[config.mk]
export PLATFORM = sky130hd
export DESIGN_NAME = core_status_flags_datapath
export DESIGN_NICKNAME = d
export VERILOG_FILES = /design/src/design/core_flags_pkg.sv /design/src/design/core_status_flags_datapath.sv
export VERILOG_INCLUDE_DIRS = /design/src /design/src/design
export SDC_FILE = /design/constraint.sdc
export NUM_CORES = 1
export LEC_CHECK = 0
export BUFFER_PORTS_ARGS = -buffer_cell sky130_fd_sc_hd__buf_2
export CELL_PAD_IN_SITES_DETAIL_PLACEMENT = 0
export CELL_PAD_IN_SITES_GLOBAL_PLACEMENT = 1
export CORE_MARGIN = 4
export CORE_UTILIZATION = 34
export DETAILED_ROUTE_END_ITERATION = 16
export HOLD_SLACK_MARGIN = 0.1
export PLACE_DENSITY = 0.68
export RECOVER_POWER = 100
export SYNTH_ARGS = -nofsm -noshare
export SYNTH_HDL_FRONTEND = slang
export SYNTH_SLANG_ARGS = --single-unit
[constraint.sdc]
create_clock -name core_clk -period 2.91 [get_ports core_clk]
set_input_delay 0 -clock core_clk [delete_from_list [all_inputs] [get_ports core_clk]]
set_output_delay 0 -clock core_clk [all_outputs]
set_load 0.05 [all_outputs]
[src/design/core_flags_defines.svh]
// offsets, field positions and timing counts for the status-flag datapath
`ifndef CORE_FLAGS_DEFINES_SVH
`define CORE_FLAGS_DEFINES_SVH
`define OFS_STATUS_WORD   8'hD0
`define OFS_MAIN_OPERAND  8'hE0
`define OFS_SECOND_OPND   8'hF0
`define BIT_CARRY         7
`define BIT_HALF_CARRY    6
`define BIT_USER_A        5
`define BIT_BANK_HI       4
`define BIT_BANK_LO       3
`define BIT_SIGNED_WRAP   2
`define BIT_USER_B        1
`define BIT_PARITY        0
`define RST_BYTE          8'h00
`define CLKS_PER_MCYCLE   3'h4
`define MCYC_CNT_LAST     2'h3
`define BANK_STRIDE_SHIFT 3
`endif

[src/design/core_flags_pkg.sv]
// types for the status-flag datapath
package core_flags_pkg;
  typedef enum logic [4:0] {
    OP_NONE, OP_ADD, OP_ADDC, OP_SUBB, OP_MUL, OP_DIV, OP_DA, OP_RRC, OP_RLC,
    OP_SETB_C, OP_CLR_C, OP_CPL_C, OP_ANL_C, OP_ANL_NC, OP_ORL_C, OP_ORL_NC,
    OP_MOV_C, OP_CJNE, OP_LOAD_A, OP_RR, OP_RL
  } alu_op_t;
  typedef enum logic [1:0] {
    INS_PLAIN, INS_BRANCH
  } ins_kind_t;
  typedef enum {
    ST_IDLE, ST_FETCH, ST_ADDR
  } seq_state_t;
endpackage

[src/design/core_status_flags_datapath.sv]
// status word, accumulators, flag update and machine-cycle sequencer
// Function
// - carry set from ALU; bit accumulator
// - half carry from low nibble carry
// - two user flags, software only
// - bank bits map R0-R7 to 00-1Fh
// - overflow: carry into bit7 xor out
// - parity always tracks accumulator ones
// - classic flag effects per instruction
// - machine cycle is four core clocks
// - one code fetch per machine cycle
// - jumps and calls add address cycle
// - add/addc/subb set C,OV,AC; mul/div clear C
// - carry-only ops; setb 1, clr 0
// - eight-bit accumulator and second accumulator
//
// Decided for this implementation: strobed register access.
`include "core_flags_defines.svh"
module core_status_flags_datapath (
  // clock and reset
  input  wire logic                   core_clk,
  input  wire logic                   arst_n,
  // register port
  input  wire logic [7:0]             reg_addr,
  input  wire logic [7:0]             reg_wdata,
  input  wire logic                   reg_wr,
  input  wire logic                   reg_rd,
  output logic      [7:0]             reg_rdata,
  // operation issue
  input  wire logic                   op_valid,
  input  wire core_flags_pkg::alu_op_t op_code,
  input  wire logic [7:0]             op_operand,
  input  wire logic                   op_bit,
  // instruction sequencing
  input  wire logic                   ins_start,
  input  wire core_flags_pkg::ins_kind_t ins_kind,
  input  wire logic [1:0]             ins_bytes,
  output logic                        ins_busy,
  output logic                        fetch_strobe,
  output logic                        addr_calc_strobe,
  output logic                        mcycle_start,
  // status outputs
  output logic [7:0]                  main_operand,
  output logic [7:0]                  second_operand,
  output logic [7:0]                  status_word,
  output logic [4:0]                  bank_base_addr
);
  import core_flags_pkg::*;

  logic       rst_sync1_r;
  logic       rst_sync2_r;
  logic       rst_n;
  logic [7:0] acc_r;
  logic [7:0] acc_nxt;
  logic [7:0] b_r;
  logic [7:0] b_nxt;
  logic       cy_r;
  logic       cy_nxt;
  logic       ac_r;
  logic       ac_nxt;
  logic       ov_r;
  logic       ov_nxt;
  logic       f0_r;
  logic       f1_r;
  logic [1:0] bank_r;
  logic       parity;
  logic [7:0] rdata_r;
  logic [1:0] phase_r;
  logic [1:0] fetch_left_r;
  logic       branch_r;
  seq_state_t state_r;

  always_ff @(posedge core_clk or negedge arst_n) begin
    if (!arst_n) begin
      rst_sync1_r <= 1'b0;
      rst_sync2_r <= 1'b0;
    end else begin
      rst_sync1_r <= 1'b1;
      rst_sync2_r <= rst_sync1_r;
    end
  end
  assign rst_n = rst_sync2_r;

  function automatic logic hit(input logic [7:0] a, input logic [7:0] ofs);
    hit = (a == ofs);
  endfunction

  // arithmetic and flag next-state
  logic [8:0] sum9;
  logic [4:0] sum5;
  logic [7:0] sum7;
  logic [15:0] prod;
  logic [8:0] da_tmp;
  logic       cin;
  always_comb begin
    acc_nxt = acc_r;
    b_nxt   = b_r;
    cy_nxt  = cy_r;
    ac_nxt  = ac_r;
    ov_nxt  = ov_r;
    sum9    = 9'h000;
    sum5    = 5'h00;
    sum7    = 8'h00;
    prod    = 16'h0000;
    da_tmp  = 9'h000;
    cin     = (op_code == OP_ADDC || op_code == OP_SUBB) ? cy_r : 1'b0;
    if (op_valid) begin
      case (op_code)
        OP_ADD, OP_ADDC: begin
          sum9 = {1'b0, acc_r} + {1'b0, op_operand} + {8'h00, cin};
          sum5 = {1'b0, acc_r[3:0]} + {1'b0, op_operand[3:0]} + {4'h0, cin};
          sum7 = {1'b0, acc_r[6:0]} + {1'b0, op_operand[6:0]} + {7'h00, cin};
          acc_nxt = sum9[7:0];
          cy_nxt  = sum9[8];
          ac_nxt  = sum5[4];
          ov_nxt  = sum9[8] ^ sum7[7];
        end
        OP_SUBB: begin
          sum9 = {1'b0, acc_r} - {1'b0, op_operand} - {8'h00, cin};
          sum5 = {1'b0, acc_r[3:0]} - {1'b0, op_operand[3:0]} - {4'h0, cin};
          sum7 = {1'b0, acc_r[6:0]} - {1'b0, op_operand[6:0]} - {7'h00, cin};
          acc_nxt = sum9[7:0];
          cy_nxt  = sum9[8];
          ac_nxt  = sum5[4];
          ov_nxt  = sum9[8] ^ sum7[7];
        end
        OP_MUL: begin
          prod    = acc_r * b_r;
          acc_nxt = prod[7:0];
          b_nxt   = prod[15:8];
          cy_nxt  = 1'b0;
          ov_nxt  = (prod[15:8] != 8'h00);
        end
        OP_DIV: begin
          cy_nxt = 1'b0;
          if (b_r == 8'h00) begin
            ov_nxt = 1'b1;
          end else begin
            acc_nxt = acc_r / b_r;
            b_nxt   = acc_r % b_r;
            ov_nxt  = 1'b0;
          end
        end
        OP_DA: begin
          da_tmp = {1'b0, acc_r};
          if (acc_r[3:0] > 4'h9 || ac_r) begin
            da_tmp = da_tmp + 9'h006;
          end
          if (da_tmp[7:4] > 4'h9 || cy_r || da_tmp[8]) begin
            da_tmp = da_tmp + 9'h060;
          end
          acc_nxt = da_tmp[7:0];
          cy_nxt  = cy_r | da_tmp[8];
        end
        OP_RRC: begin
          acc_nxt = {cy_r, acc_r[7:1]};
          cy_nxt  = acc_r[0];
        end
        OP_RLC: begin
          acc_nxt = {acc_r[6:0], cy_r};
          cy_nxt  = acc_r[7];
        end
        OP_RR: begin
          acc_nxt = {acc_r[0], acc_r[7:1]};
        end
        OP_RL: begin
          acc_nxt = {acc_r[6:0], acc_r[7]};
        end
        OP_LOAD_A: begin
          acc_nxt = op_operand;
        end
        OP_SETB_C: begin
          cy_nxt = 1'b1;
        end
        OP_CLR_C: begin
          cy_nxt = 1'b0;
        end
        OP_CPL_C: begin
          cy_nxt = ~cy_r;
        end
        OP_ANL_C: begin
          cy_nxt = cy_r & op_bit;
        end
        OP_ANL_NC: begin
          cy_nxt = cy_r & ~op_bit;
        end
        OP_ORL_C: begin
          cy_nxt = cy_r | op_bit;
        end
        OP_ORL_NC: begin
          cy_nxt = cy_r | ~op_bit;
        end
        OP_MOV_C: begin
          cy_nxt = op_bit;
        end
        OP_CJNE: begin
          cy_nxt = (acc_r < op_operand);
        end
        default: begin
        end
      endcase
    end
  end

  // accumulators: operations win over software writes in the same cycle
  always_ff @(posedge core_clk or negedge rst_n) begin
    if (!rst_n) begin
      acc_r <= `RST_BYTE;
      b_r   <= `RST_BYTE;
    end else if (op_valid) begin
      acc_r <= acc_nxt;
      b_r   <= b_nxt;
    end else if (reg_wr && hit(reg_addr, `OFS_MAIN_OPERAND)) begin
      acc_r <= reg_wdata;
    end else if (reg_wr && hit(reg_addr, `OFS_SECOND_OPND)) begin
      b_r <= reg_wdata;
    end
  end

  // carry flag: hardware update wins over software write
  always_ff @(posedge core_clk or negedge rst_n) begin
    if (!rst_n) begin
      cy_r <= 1'b0;
    end else if (op_valid) begin
      cy_r <= cy_nxt;
    end else if (reg_wr && hit(reg_addr, `OFS_STATUS_WORD)) begin
      cy_r <= reg_wdata[`BIT_CARRY];
    end
  end

  // half carry flag
  always_ff @(posedge core_clk or negedge rst_n) begin
    if (!rst_n) begin
      ac_r <= 1'b0;
    end else if (op_valid) begin
      ac_r <= ac_nxt;
    end else if (reg_wr && hit(reg_addr, `OFS_STATUS_WORD)) begin
      ac_r <= reg_wdata[`BIT_HALF_CARRY];
    end
  end

  // signed wrap flag
  always_ff @(posedge core_clk or negedge rst_n) begin
    if (!rst_n) begin
      ov_r <= 1'b0;
    end else if (op_valid) begin
      ov_r <= ov_nxt;
    end else if (reg_wr && hit(reg_addr, `OFS_STATUS_WORD)) begin
      ov_r <= reg_wdata[`BIT_SIGNED_WRAP];
    end
  end

  // software-only fields
  always_ff @(posedge core_clk or negedge rst_n) begin
    if (!rst_n) begin
      f0_r   <= 1'b0;
      f1_r   <= 1'b0;
      bank_r <= 2'h0;
    end else if (reg_wr && hit(reg_addr, `OFS_STATUS_WORD)) begin
      f0_r   <= reg_wdata[`BIT_USER_A];
      f1_r   <= reg_wdata[`BIT_USER_B];
      bank_r <= {reg_wdata[`BIT_BANK_HI], reg_wdata[`BIT_BANK_LO]};
    end
  end

  assign parity = ^acc_r;
  assign bank_base_addr = 5'(bank_r) << `BANK_STRIDE_SHIFT;

  always_comb begin
    status_word = `RST_BYTE;
    status_word[`BIT_CARRY]       = cy_r;
    status_word[`BIT_HALF_CARRY]  = ac_r;
    status_word[`BIT_USER_A]      = f0_r;
    status_word[`BIT_BANK_HI]     = bank_r[1];
    status_word[`BIT_BANK_LO]     = bank_r[0];
    status_word[`BIT_SIGNED_WRAP] = ov_r;
    status_word[`BIT_USER_B]      = f1_r;
    status_word[`BIT_PARITY]      = parity;
  end
  assign main_operand   = acc_r;
  assign second_operand = b_r;

  // register read, data one cycle later
  always_ff @(posedge core_clk or negedge rst_n) begin
    if (!rst_n) begin
      rdata_r <= `RST_BYTE;
    end else if (reg_rd) begin
      if (hit(reg_addr, `OFS_STATUS_WORD)) begin
        rdata_r <= status_word;
      end else if (hit(reg_addr, `OFS_MAIN_OPERAND)) begin
        rdata_r <= acc_r;
      end else if (hit(reg_addr, `OFS_SECOND_OPND)) begin
        rdata_r <= b_r;
      end else begin
        rdata_r <= `RST_BYTE;
      end
    end else begin
      rdata_r <= `RST_BYTE;
    end
  end
  assign reg_rdata = rdata_r;

  // machine-cycle phase counter
  always_ff @(posedge core_clk or negedge rst_n) begin
    if (!rst_n) begin
      phase_r <= 2'h0;
    end else begin
      phase_r <= phase_r + 2'h1;
    end
  end
  assign mcycle_start = (phase_r == 2'h0);

  // instruction sequencer: one fetch per machine cycle, extra for branches
  always_ff @(posedge core_clk or negedge rst_n) begin
    if (!rst_n) begin
      state_r      <= ST_IDLE;
      fetch_left_r <= 2'h0;
      branch_r     <= 1'b0;
    end else if (phase_r == `MCYC_CNT_LAST) begin
      case (state_r)
        ST_IDLE: begin
          if (ins_start && ins_bytes != 2'h0) begin
            state_r      <= ST_FETCH;
            fetch_left_r <= ins_bytes;
            branch_r     <= (ins_kind == INS_BRANCH);
          end
        end
        ST_FETCH: begin
          if (fetch_left_r == 2'h1) begin
            state_r <= branch_r ? ST_ADDR : ST_IDLE;
          end
          fetch_left_r <= fetch_left_r - 2'h1;
        end
        ST_ADDR: begin
          state_r <= ST_IDLE;
        end
        default: begin
          state_r <= ST_IDLE;
        end
      endcase
    end
  end
  assign ins_busy         = (state_r != ST_IDLE);
  assign fetch_strobe     = (state_r == ST_FETCH) && mcycle_start;
  assign addr_calc_strobe = (state_r == ST_ADDR) && mcycle_start;
endmodule

Yosys cells after proc, flatten, opt, wreduce, memory -nomap -nowiden
Cells that the tools add are included.
{"block": "totals", "ff_bits": 70, "input_bits": 40, "out_inout_bits": 41}
{"block": "classes", "add_sub_neg": 16, "multipliers": 1, "n_div": 2, "magnitude_cmp": 3, "eq_ne": 38, "mux": 36, "bitwise_logic": 9, "n_reduce_logical": 31}
{"op": "$mux 8", "n": 11}
{"op": "$pmux 8 s10", "n": 1}
{"op": "$mux 32", "n": 2}
{"op": "$pmux 32 s2", "n": 1}
{"op": "$mux 9", "n": 6}
{"op": "$eq 5x4->1 const B", "n": 8}
{"op": "$eq 32x1->1 const B", "n": 1}
{"op": "$eq 32x2->1 const B", "n": 1}
{"op": "$eq 32x3->1 const B", "n": 1}
{"op": "$logic_not 32->1", "n": 1}
{"op": "$reduce_bool 32->1", "n": 1}
{"op": "$eq 5x5->1 const B", "n": 5}
{"op": "$eq 8x8->1 const B", "n": 3}
{"op": "$eq 5x3->1 const B", "n": 4}
{"op": "$mul 8x8->16", "n": 1}
{"op": "$pmux 8 s2", "n": 1}
{"op": "$ne 15x2->1 const B", "n": 1}
{"op": "$pmux 1 s14", "n": 1}
{"op": "$reduce_and 3->1", "n": 4}
{"op": "$ne 11x1->1 const B", "n": 1}
{"op": "$eq 5x2->1 const B", "n": 2}
{"op": "$reduce_bool 2->1", "n": 5}
{"op": "$add 8x3->9 const B", "n": 1}
{"op": "$add 8x8->9", "n": 1}
{"op": "44 further kinds", "n": 72}

Longest topological paths before layout
Gate-level depths: netlist (run 1).
{"block": "depth", "ltp_word": 14, "ltp_mapped": 56, "ltp_nobuf": 52}

Worst setup path after synthesis (run 1)
OpenSTA, ideal clock, no wires.
{"block": "synth_timing", "path_type": "register -> register", "startpoint": "register b_r[0], in the netlist second_operand[0]", "endpoint": "register acc_r[0], in the netlist main_operand[0]", "setup_time_ps": 126, "arrival_time_ps": 12331, "required_time_ps": 2784, "path_slack_ps": -9547, "path_stages_with_launch": 54, "path_buffers": 4, "period_less_slack_ps": 12457, "path_cell_list": "dfrtp_1 > clkbuf_1 > inv_1 > ha_1 > nor2_1 > or4b_1 > nor2_1 > xnor2_1 > ha_1 > o21a_1 > o41a_1 > o22a_1 > ha_1 > o211a_1 > o211ai_4 > or3_1 > and2_1 > inv_1 > [... 18 more ...] > inv_1 > ha_1 > nor3_1 > a211oi_1 > a21oi_1 > o22a_1 > buf_1 > mux2_2 > a31oi_1 > ha_1 > and4_1 > a41oi_1 > o21ai_0 > a21oi_1 > clkbuf_1 > o2111a_1 > a2111oi_0 > a311o_1"}
{"block": "synth_via", "elab_chain_cells": 4, "word_cells_on_any_way": 8, "classes_between": "mul (1); div (1); eq/ne (1); mux (3); reduce/logical (2)"}
{"item": "start, declared", "line": "core_status_flags_datapath.sv:55", "text": "logic [7:0] b_r;"}
{"item": "start signal, assigned", "line": "core_status_flags_datapath.sv:209", "text": "b_r <= `RST_BYTE;"}
{"item": "start signal, assigned", "line": "core_status_flags_datapath.sv:212", "text": "b_r <= b_nxt;"}
{"item": "start signal, assigned", "line": "core_status_flags_datapath.sv:216", "text": "b_r <= reg_wdata;"}
{"item": "$div 8x8->8", "line": "core_status_flags_datapath.sv:139", "text": "acc_nxt = acc_r / b_r;"}
{"item": "$mux 8", "line": "core_status_flags_datapath.sv:136", "text": "if (b_r == 8'h00) begin"}
{"item": "$pmux 8 s10", "line": "core_status_flags_datapath.sv:108", "text": "case (op_code)"}
{"item": "$mux 8", "line": "core_status_flags_datapath.sv:210", "text": "end else if (op_valid) begin"}
{"item": "end signal, assigned", "line": "core_status_flags_datapath.sv:208", "text": "acc_r <= `RST_BYTE;"}
{"item": "end signal, assigned", "line": "core_status_flags_datapath.sv:211", "text": "acc_r <= acc_nxt;"}
{"item": "end signal, assigned", "line": "core_status_flags_datapath.sv:214", "text": "acc_r <= reg_wdata;"}
{"item": "end, declared", "line": "core_status_flags_datapath.sv:53", "text": "logic [7:0] acc_r;"}
Several ways; a longest one is shown, not always the timed one. The select of a mux whose other input is x is not followed.
A chain may end at the register's enable or synchronous reset.

Final worst setup path (run 1)
Ends and elaborated chain as after synthesis.

==> flow_metrics.tcl, run 1 <==
set metrics [dict create \
    setup_viol 18 \
    die_area_um2 26600 \
    gp_congestion 0.895 \
    ys_ff_latch 40 \
    place_hpwl_mm 24.1 \
    cts_root_buffer "clkbuf_16" \
    die_w_um 163 \
    synth_edf_count 0 \
    vias 8869 \
    cts-buffers-inserted 5 \
    finalMaxSlewViolations 39 \
    cp-start-kind "flop" \
    wl_per_cell_um 18.4 \
    grt_usage_pct 22.6 \
    critPathKind "flop to flop" \
    clock_latency_ns 0.29 \
    grt_setup_unrepaired "yes" \
    maxCapViolations 1 \
    ios 81 \
    worst_setup_path_end_kind "flop" \
    worstPathArrival_ns 10.69 \
    hp-class "input port to flop" \
    synth_warnings 0 \
    worst_slew_pin_slew_ns 2.23 \
    grt_max_degree 39 \
    mappedNetlistArea_um2 8190 \
    slew_headroom_pct -48.6 \
    routed_wl_mm 30.9 \
    syn_area_per_cell_um2 7.87 \
    nNetsFinal 1560 \
    async_reset_ff_share_pct 100 \
    io_buffers 77 \
    crit_top_cell "ha_4" \
    yosysSeqAreaShare_pct 12.2 \
    critPathMaxStageDelay_ns 0.50 \
    post-route-drc-count 0 \
    violations "capacitance limit, slew limit, setup timing" \
    ys.flop_type "dfrtp_1" \
    ant_nets 0 \
    fillers 2264 \
    die_y_um 163 \
    htree_levels 2 \
    drt_first_pass_iters 7 \
    grt_pass1_vias 8803 \
    clock_sinks 40 \
    synth_cell_types 84 \
    area_growth_syn_to_layout_pct 47.8 \
    critPathMaxFanout 7 \
    clk_pin_slew_ns 0.07 \
    drive_gt1_share_pct 36.3 \
    drtIter0Drc 629 \
    diodes 0 \
    tns_ns -92.29 \
    row_count 56 \
    via_per_inst 5.29 \
    start_util_pct 34.7 \
    fmax_mhz 95.1 \
    hold_violations 0 \
    grt-ovfl-total 0 \
    cts_max_path_buffers 2 \
    mostFrequentLayoutCell "buf_4" \
    fp.coreArea_um2 23600 \
    grt_pass1_wl_mm 47.6 \
    fin_crit_ns 10.52 \
    cts_tree "built" \
    finalCritPeriodShare_pct 361 \
    netlist_instances 1040 \
    layout_common_cells "buf_4 (233), nor2_1 (102), ha_1 (98)" \
    pre_cts_ws_ns -8.07 \
    timing.final.ws_setup_ns -7.61 \
    required_ns 3.09 \
    critical_path.slowest_cell "or4b_4" \
    antenna_found_initial 0 \
    outcome "complete, but fails checks" \
    final.setup_skew_ns 0.0133 \
]
-- worst max-delay path, delay by kind of cell, from the launching register on --
family	cells	cell delay (ns)
AO/OA/AOI/OAI	22	4.37
XOR/XNOR	1	0.11
adder cells (fa/ha/maj)	8	1.86
buffers and inverters	6	0.60
flip-flops	1	0.39
multiplexers	4	1.21
AND/OR/NAND/NOR	8	1.82
-- Yosys cell counts (7+ instances only) --
library cell | count | area share (%)
nand3_1 | 15 | 0.92
a21oi_1 | 65 | 4.0
fa_1 | 41 | 10
a22oi_1 | 16 | 1.5
xnor2_1 | 35 | 3.7
inv_1 | 105 | 4.8
a21o_1 | 9 | 0.83
a211oi_1 | 10 | 0.92
nand2b_1 | 11 | 0.84
nor3_1 | 26 | 1.6
and3_1 | 9 | 0.69
o211ai_1 | 9 | 0.83
ha_1 | 121 | 18
dfrtp_1 | 40 | 12
clkbuf_1 | 31 | 1.4
o21ai_0 | 57 | 3.5
o21a_1 | 13 | 1.2
xor2_1 | 18 | 1.9
mux2i_1 | 13 | 1.6
mux2_2 | 13 | 1.8
nor2_1 | 113 | 5.2
nor2b_1 | 17 | 1.3
nand2_1 | 83 | 3.8
a31oi_1 | 7 | 0.53
buf_4 | 11 | 1.0
-- layout make-up --
class / count / area [um^2] / area share [%]
multi-input cells: 835 / 7390 / 61.1
repair buffers: 362 / 2700 / 22.3
flip-flops and latches: 40 / 1020 / 8.40
inverters: 114 / 444 / 3.67
well taps: 319 / 399 / 3.30
clock buffers: 6 / 139 / 1.15
clock inverters: 2 / 15.0 / 0.124
-- layer usage --
layer / track usage (%) / part of all wire, % / up-vias
met1: 30.8 / 45 / 4252
met3: 2.30 / 6.1 / 56
met5: 0 / 0 / -
met2: 37.9 / 47 / 285
met4: 6.63 / 2.8 / 0
li1: - / - / 4276
-- kinds of logic after synthesis --
kind of cell	count (synthesis)	synth area share (%)
AND/OR/NAND/NOR	316	18.2
XOR/XNOR	53	5.67
adder cells (fa/ha/maj)	162	28.5
multiplexers	28	3.74
AO/OA/AOI/OAI	272	23.1
other	2	0.0917
flip-flops	40	12.2
buffers and inverters	167	8.42
-- through the flow --
step           cell area [um^2]  hold WS [ns]  cells  util (%)
2_1_floorplan              8480        -0.296   1042         -
3_3_place_gp              10700        -0.213   1613      45.2
3_5_place_dp              10700        -0.212   1613      45.2
4_1_cts                   11800         0.110   1662      49.9
5_1_grt                   12100         0.137   1678      51.3
6_report                  12100         0.114   1678      51.3
-- sequential cells by signal, indices dropped and copies added, names as in the netlist, 2 cells and up --
name and count:
reg_rdata 8, main_operand 8, second_operand 8, state_r 2, fetch_left_r 2, bank_r 2, phase_r 2
-- worst paths after layout --
path | slack, ns | depth (start not counted) | to | start
min in group asynchronous | 0.56 | 3 | rst_n$_DFF_PN0_ | arst_n
min reg2reg | 0.35 | 0 | rst_n$_DFF_PN0_ | rst_sync1_r$_DFF_PN0_
max | -7.61 | 49 | main_operand[0]$_DFFE_PN0P_ | second_operand[0]$_DFFE_PN0P_
max reg2reg | -7.61 | 49 | main_operand[0]$_DFFE_PN0P_ | second_operand[0]$_DFFE_PN0P_
max in group asynchronous | 0.36 | 1 | main_operand[1]$_DFFE_PN0P_ | rst_n$_DFF_PN0_
min | 0.11 | 3 | reg_rdata[5]$_DFF_PN0_ | reg_addr[5]
-- timing repair --
action / CTS / global route
buffers inserted: 31 / 19
endpoints found under the setup margin: 18 / 18
gates resized for setup: 131 / 66
hold buffers: 11 / 0
endpoints found under the hold margin: 11 / 0
pin swaps: 65 / 43
Power of run 1 is left out: the tool's default activity adds up to more than one toggle a clock period on the data nets, which glitch-free logic cannot reach.
==> inputs of run 2 (changes only) <==
- CORE_UTILIZATION: 34 -> 50
- PLACE_DENSITY: 0.68 -> 0.93
==> run 2 against run 1 <==
The run ends with setup timing left. Worst setup slack worse by 0.43 ns. Register-to-register slack worse by 0.43 ns. Final cell count down 7.0%. Global-route usage is 9.5 points higher. Clock skew decreased by 0.0086 ns. First-iteration DRC count rose by 55%. Highest routed layer unchanged.
==> flow_metrics.tcl, run 2 (synthesized netlist as in run 1, its figures left out) <==
set metrics [dict create \
    outcome "complete, but fails checks" \
    violations "setup timing" \
    grt_usage_pct 32.1 \
    finalMaxSlewViolations 0 \
    diodes 0 \
    clock_sinks 40 \
    met3_wirelength_mm 3.49 \
    tns_ns -97.06 \
    finalCritPeriodShare_pct 376 \
    timing.final.ws_setup_ns -8.03 \
    crit_top_cell "ha_4" \
    drtIter0Drc 974 \
    routed.top_layer "met4" \
    cts_tree "built" \
    antenna_found_initial 0 \
    grt_pass1_vias 9269 \
    mostFrequentLayoutCell "buf_4" \
    post-route-drc-count 0 \
    gp_congestion 1.02 \
    clk_pin_slew_ns 0.06 \
    fin_crit_ns 10.94 \
    final_cells 1561 \
    r2r_cells 48 \
    maxCapViolations 0 \
    grt_max_degree 27 \
    die_y_um 136 \
    cts_max_path_buffers 2 \
    clock_latency_ns 0.28 \
    critPathKind "flop to flop" \
    routed_wl_mm 31.3 \
    vias 9344 \
    htree_levels 2 \
    ios 81 \
    cp-start-kind "flop" \
    row_count 46 \
    die_w_um 136 \
    critical_path.slowest_cell "or4b_4" \
    final_util_pct 73.4 \
    cts_root_buffer "clkbuf_16" \
    slew_headroom_pct 46.9 \
    placed_cells_incl_taps 1494 \
    fp.coreArea_um2 15900 \
    fillers 1125 \
    place_hpwl_mm 22.1 \
    worstPathArrival_ns 11.11 \
    nNetsFinal 1546 \
    holdPathStages 3 \
    die_area_um2 18500 \
    r2r_start "second_operand[0]$_DFFE_PN0P_" \
    r2r_slack_ns -8.03 \
    via_per_inst 5.99 \
    layout_common_cells "buf_4 (236), ha_1 (106), nor2_1 (100)" \
    start_util_pct 51.4 \
    grt_setup_unrepaired "yes" \
    hp-class "input port to flop" \
    hold_violations 0 \
    grt-ovfl-total 0 \
    worst_setup_path_end_kind "flop" \
    required_ns 3.08 \
    grt_pass1_wl_mm 47.3 \
    min_to "reg_rdata[4]$_DFF_PN0_" \
    setup_viol 19 \
    drt_first_pass_iters 8 \
    drive_gt1_share_pct 36.6 \
    cts-buffers-inserted 5 \
    wl_met1_mm 12.0 \
    fmax_mhz 91.4 \
    wl_per_cell_um 20.0 \
    critPathMaxFanout 8 \
    worst_slew_pin_slew_ns 0.797 \
    hold_path.startpoint "reg_addr[5]" \
    wl_met2_mm 13.9 \
    critPathMaxStageDelay_ns 0.53 \
    ant_nets 0 \
    reg2reg_to "second_operand[5]$_DFFE_PN0P_" \
    area_growth_syn_to_layout_pct 42.9 \
    io_buffers 77 \
    final.setup_skew_ns 0.00465 \
]
[run 2: what timing repair did]
item | in CTS | in global routing
setup endpoints to repair | 18 | 19
buffers inserted | 39 | 15
pin swaps | 52 | 35
endpoints found under the hold margin | 11 | 0
hold buffers | 11 | 0
gates resized for setup | 96 | 65
[run 2: routing by layer]
metal | vias up | global-route usage, %
met1 | 4353 | 41.3
met5 | - | 0
met4 | 0 | 15.1
met3 | 153 | 5.22
li1 | 4258 | -
met2 | 580 | 52.5
[run 2: worst max path at each step]
stage	start	endpoint	slack, ns	cells past startpoint
2_1_floorplan	second_operand[0]$_DFFE_PN0P_	main_operand[0]$_DFFE_PN0P_	-8.09	54
3_3_place_gp	second_operand[0]$_DFFE_PN0P_	second_operand[4]$_DFFE_PN0P_	-7.67	51
3_5_place_dp	second_operand[0]$_DFFE_PN0P_	main_operand[0]$_DFFE_PN0P_	-8.08	51
4_1_cts	second_operand[0]$_DFFE_PN0P_	main_operand[0]$_DFFE_PN0P_	-7.44	49
5_1_grt	second_operand[0]$_DFFE_PN0P_	second_operand[1]$_DFFE_PN0P_	-8.43	51
6_report	second_operand[0]$_DFFE_PN0P_	second_operand[5]$_DFFE_PN0P_	-8.03	48
[run 2: stage by stage]
step | setup WS [ns] | hold WS (ns) | area [um^2]
detailed placement | -8.08 | -0.211 | 10400
finish | -8.03 | 0.118 | 11700
global placement | -7.67 | -0.213 | 10400
global route | -8.43 | 0.138 | 11700
floorplan | -8.09 | -0.296 | 8480
CTS | -7.44 | 0.121 | 11400
[run 2: worst max-delay path, delay by kind of cell, from the launching register on]
family,cells,cell delay (ns)
xor+xnor,1,0.07
flops,1,0.38
fa+ha+maj,8,2.21
buf+inv,4,0.46
mux,4,1.25
simple gates,11,2.21
compound gates,20,4.19
[run 2: area by class of cell]
type	instances	area [um^2]	share of cell area (%)
inverter	114	443	3.79
clock inverter	2	10.0	0.0855
multi-input combinational	835	7260	62.1
timing repair buffer	348	2560	21.8
sequential	40	1020	8.70
clock buffer	6	139	1.19
tap	216	270	2.31
Power of run 2 is left out for the same reason.
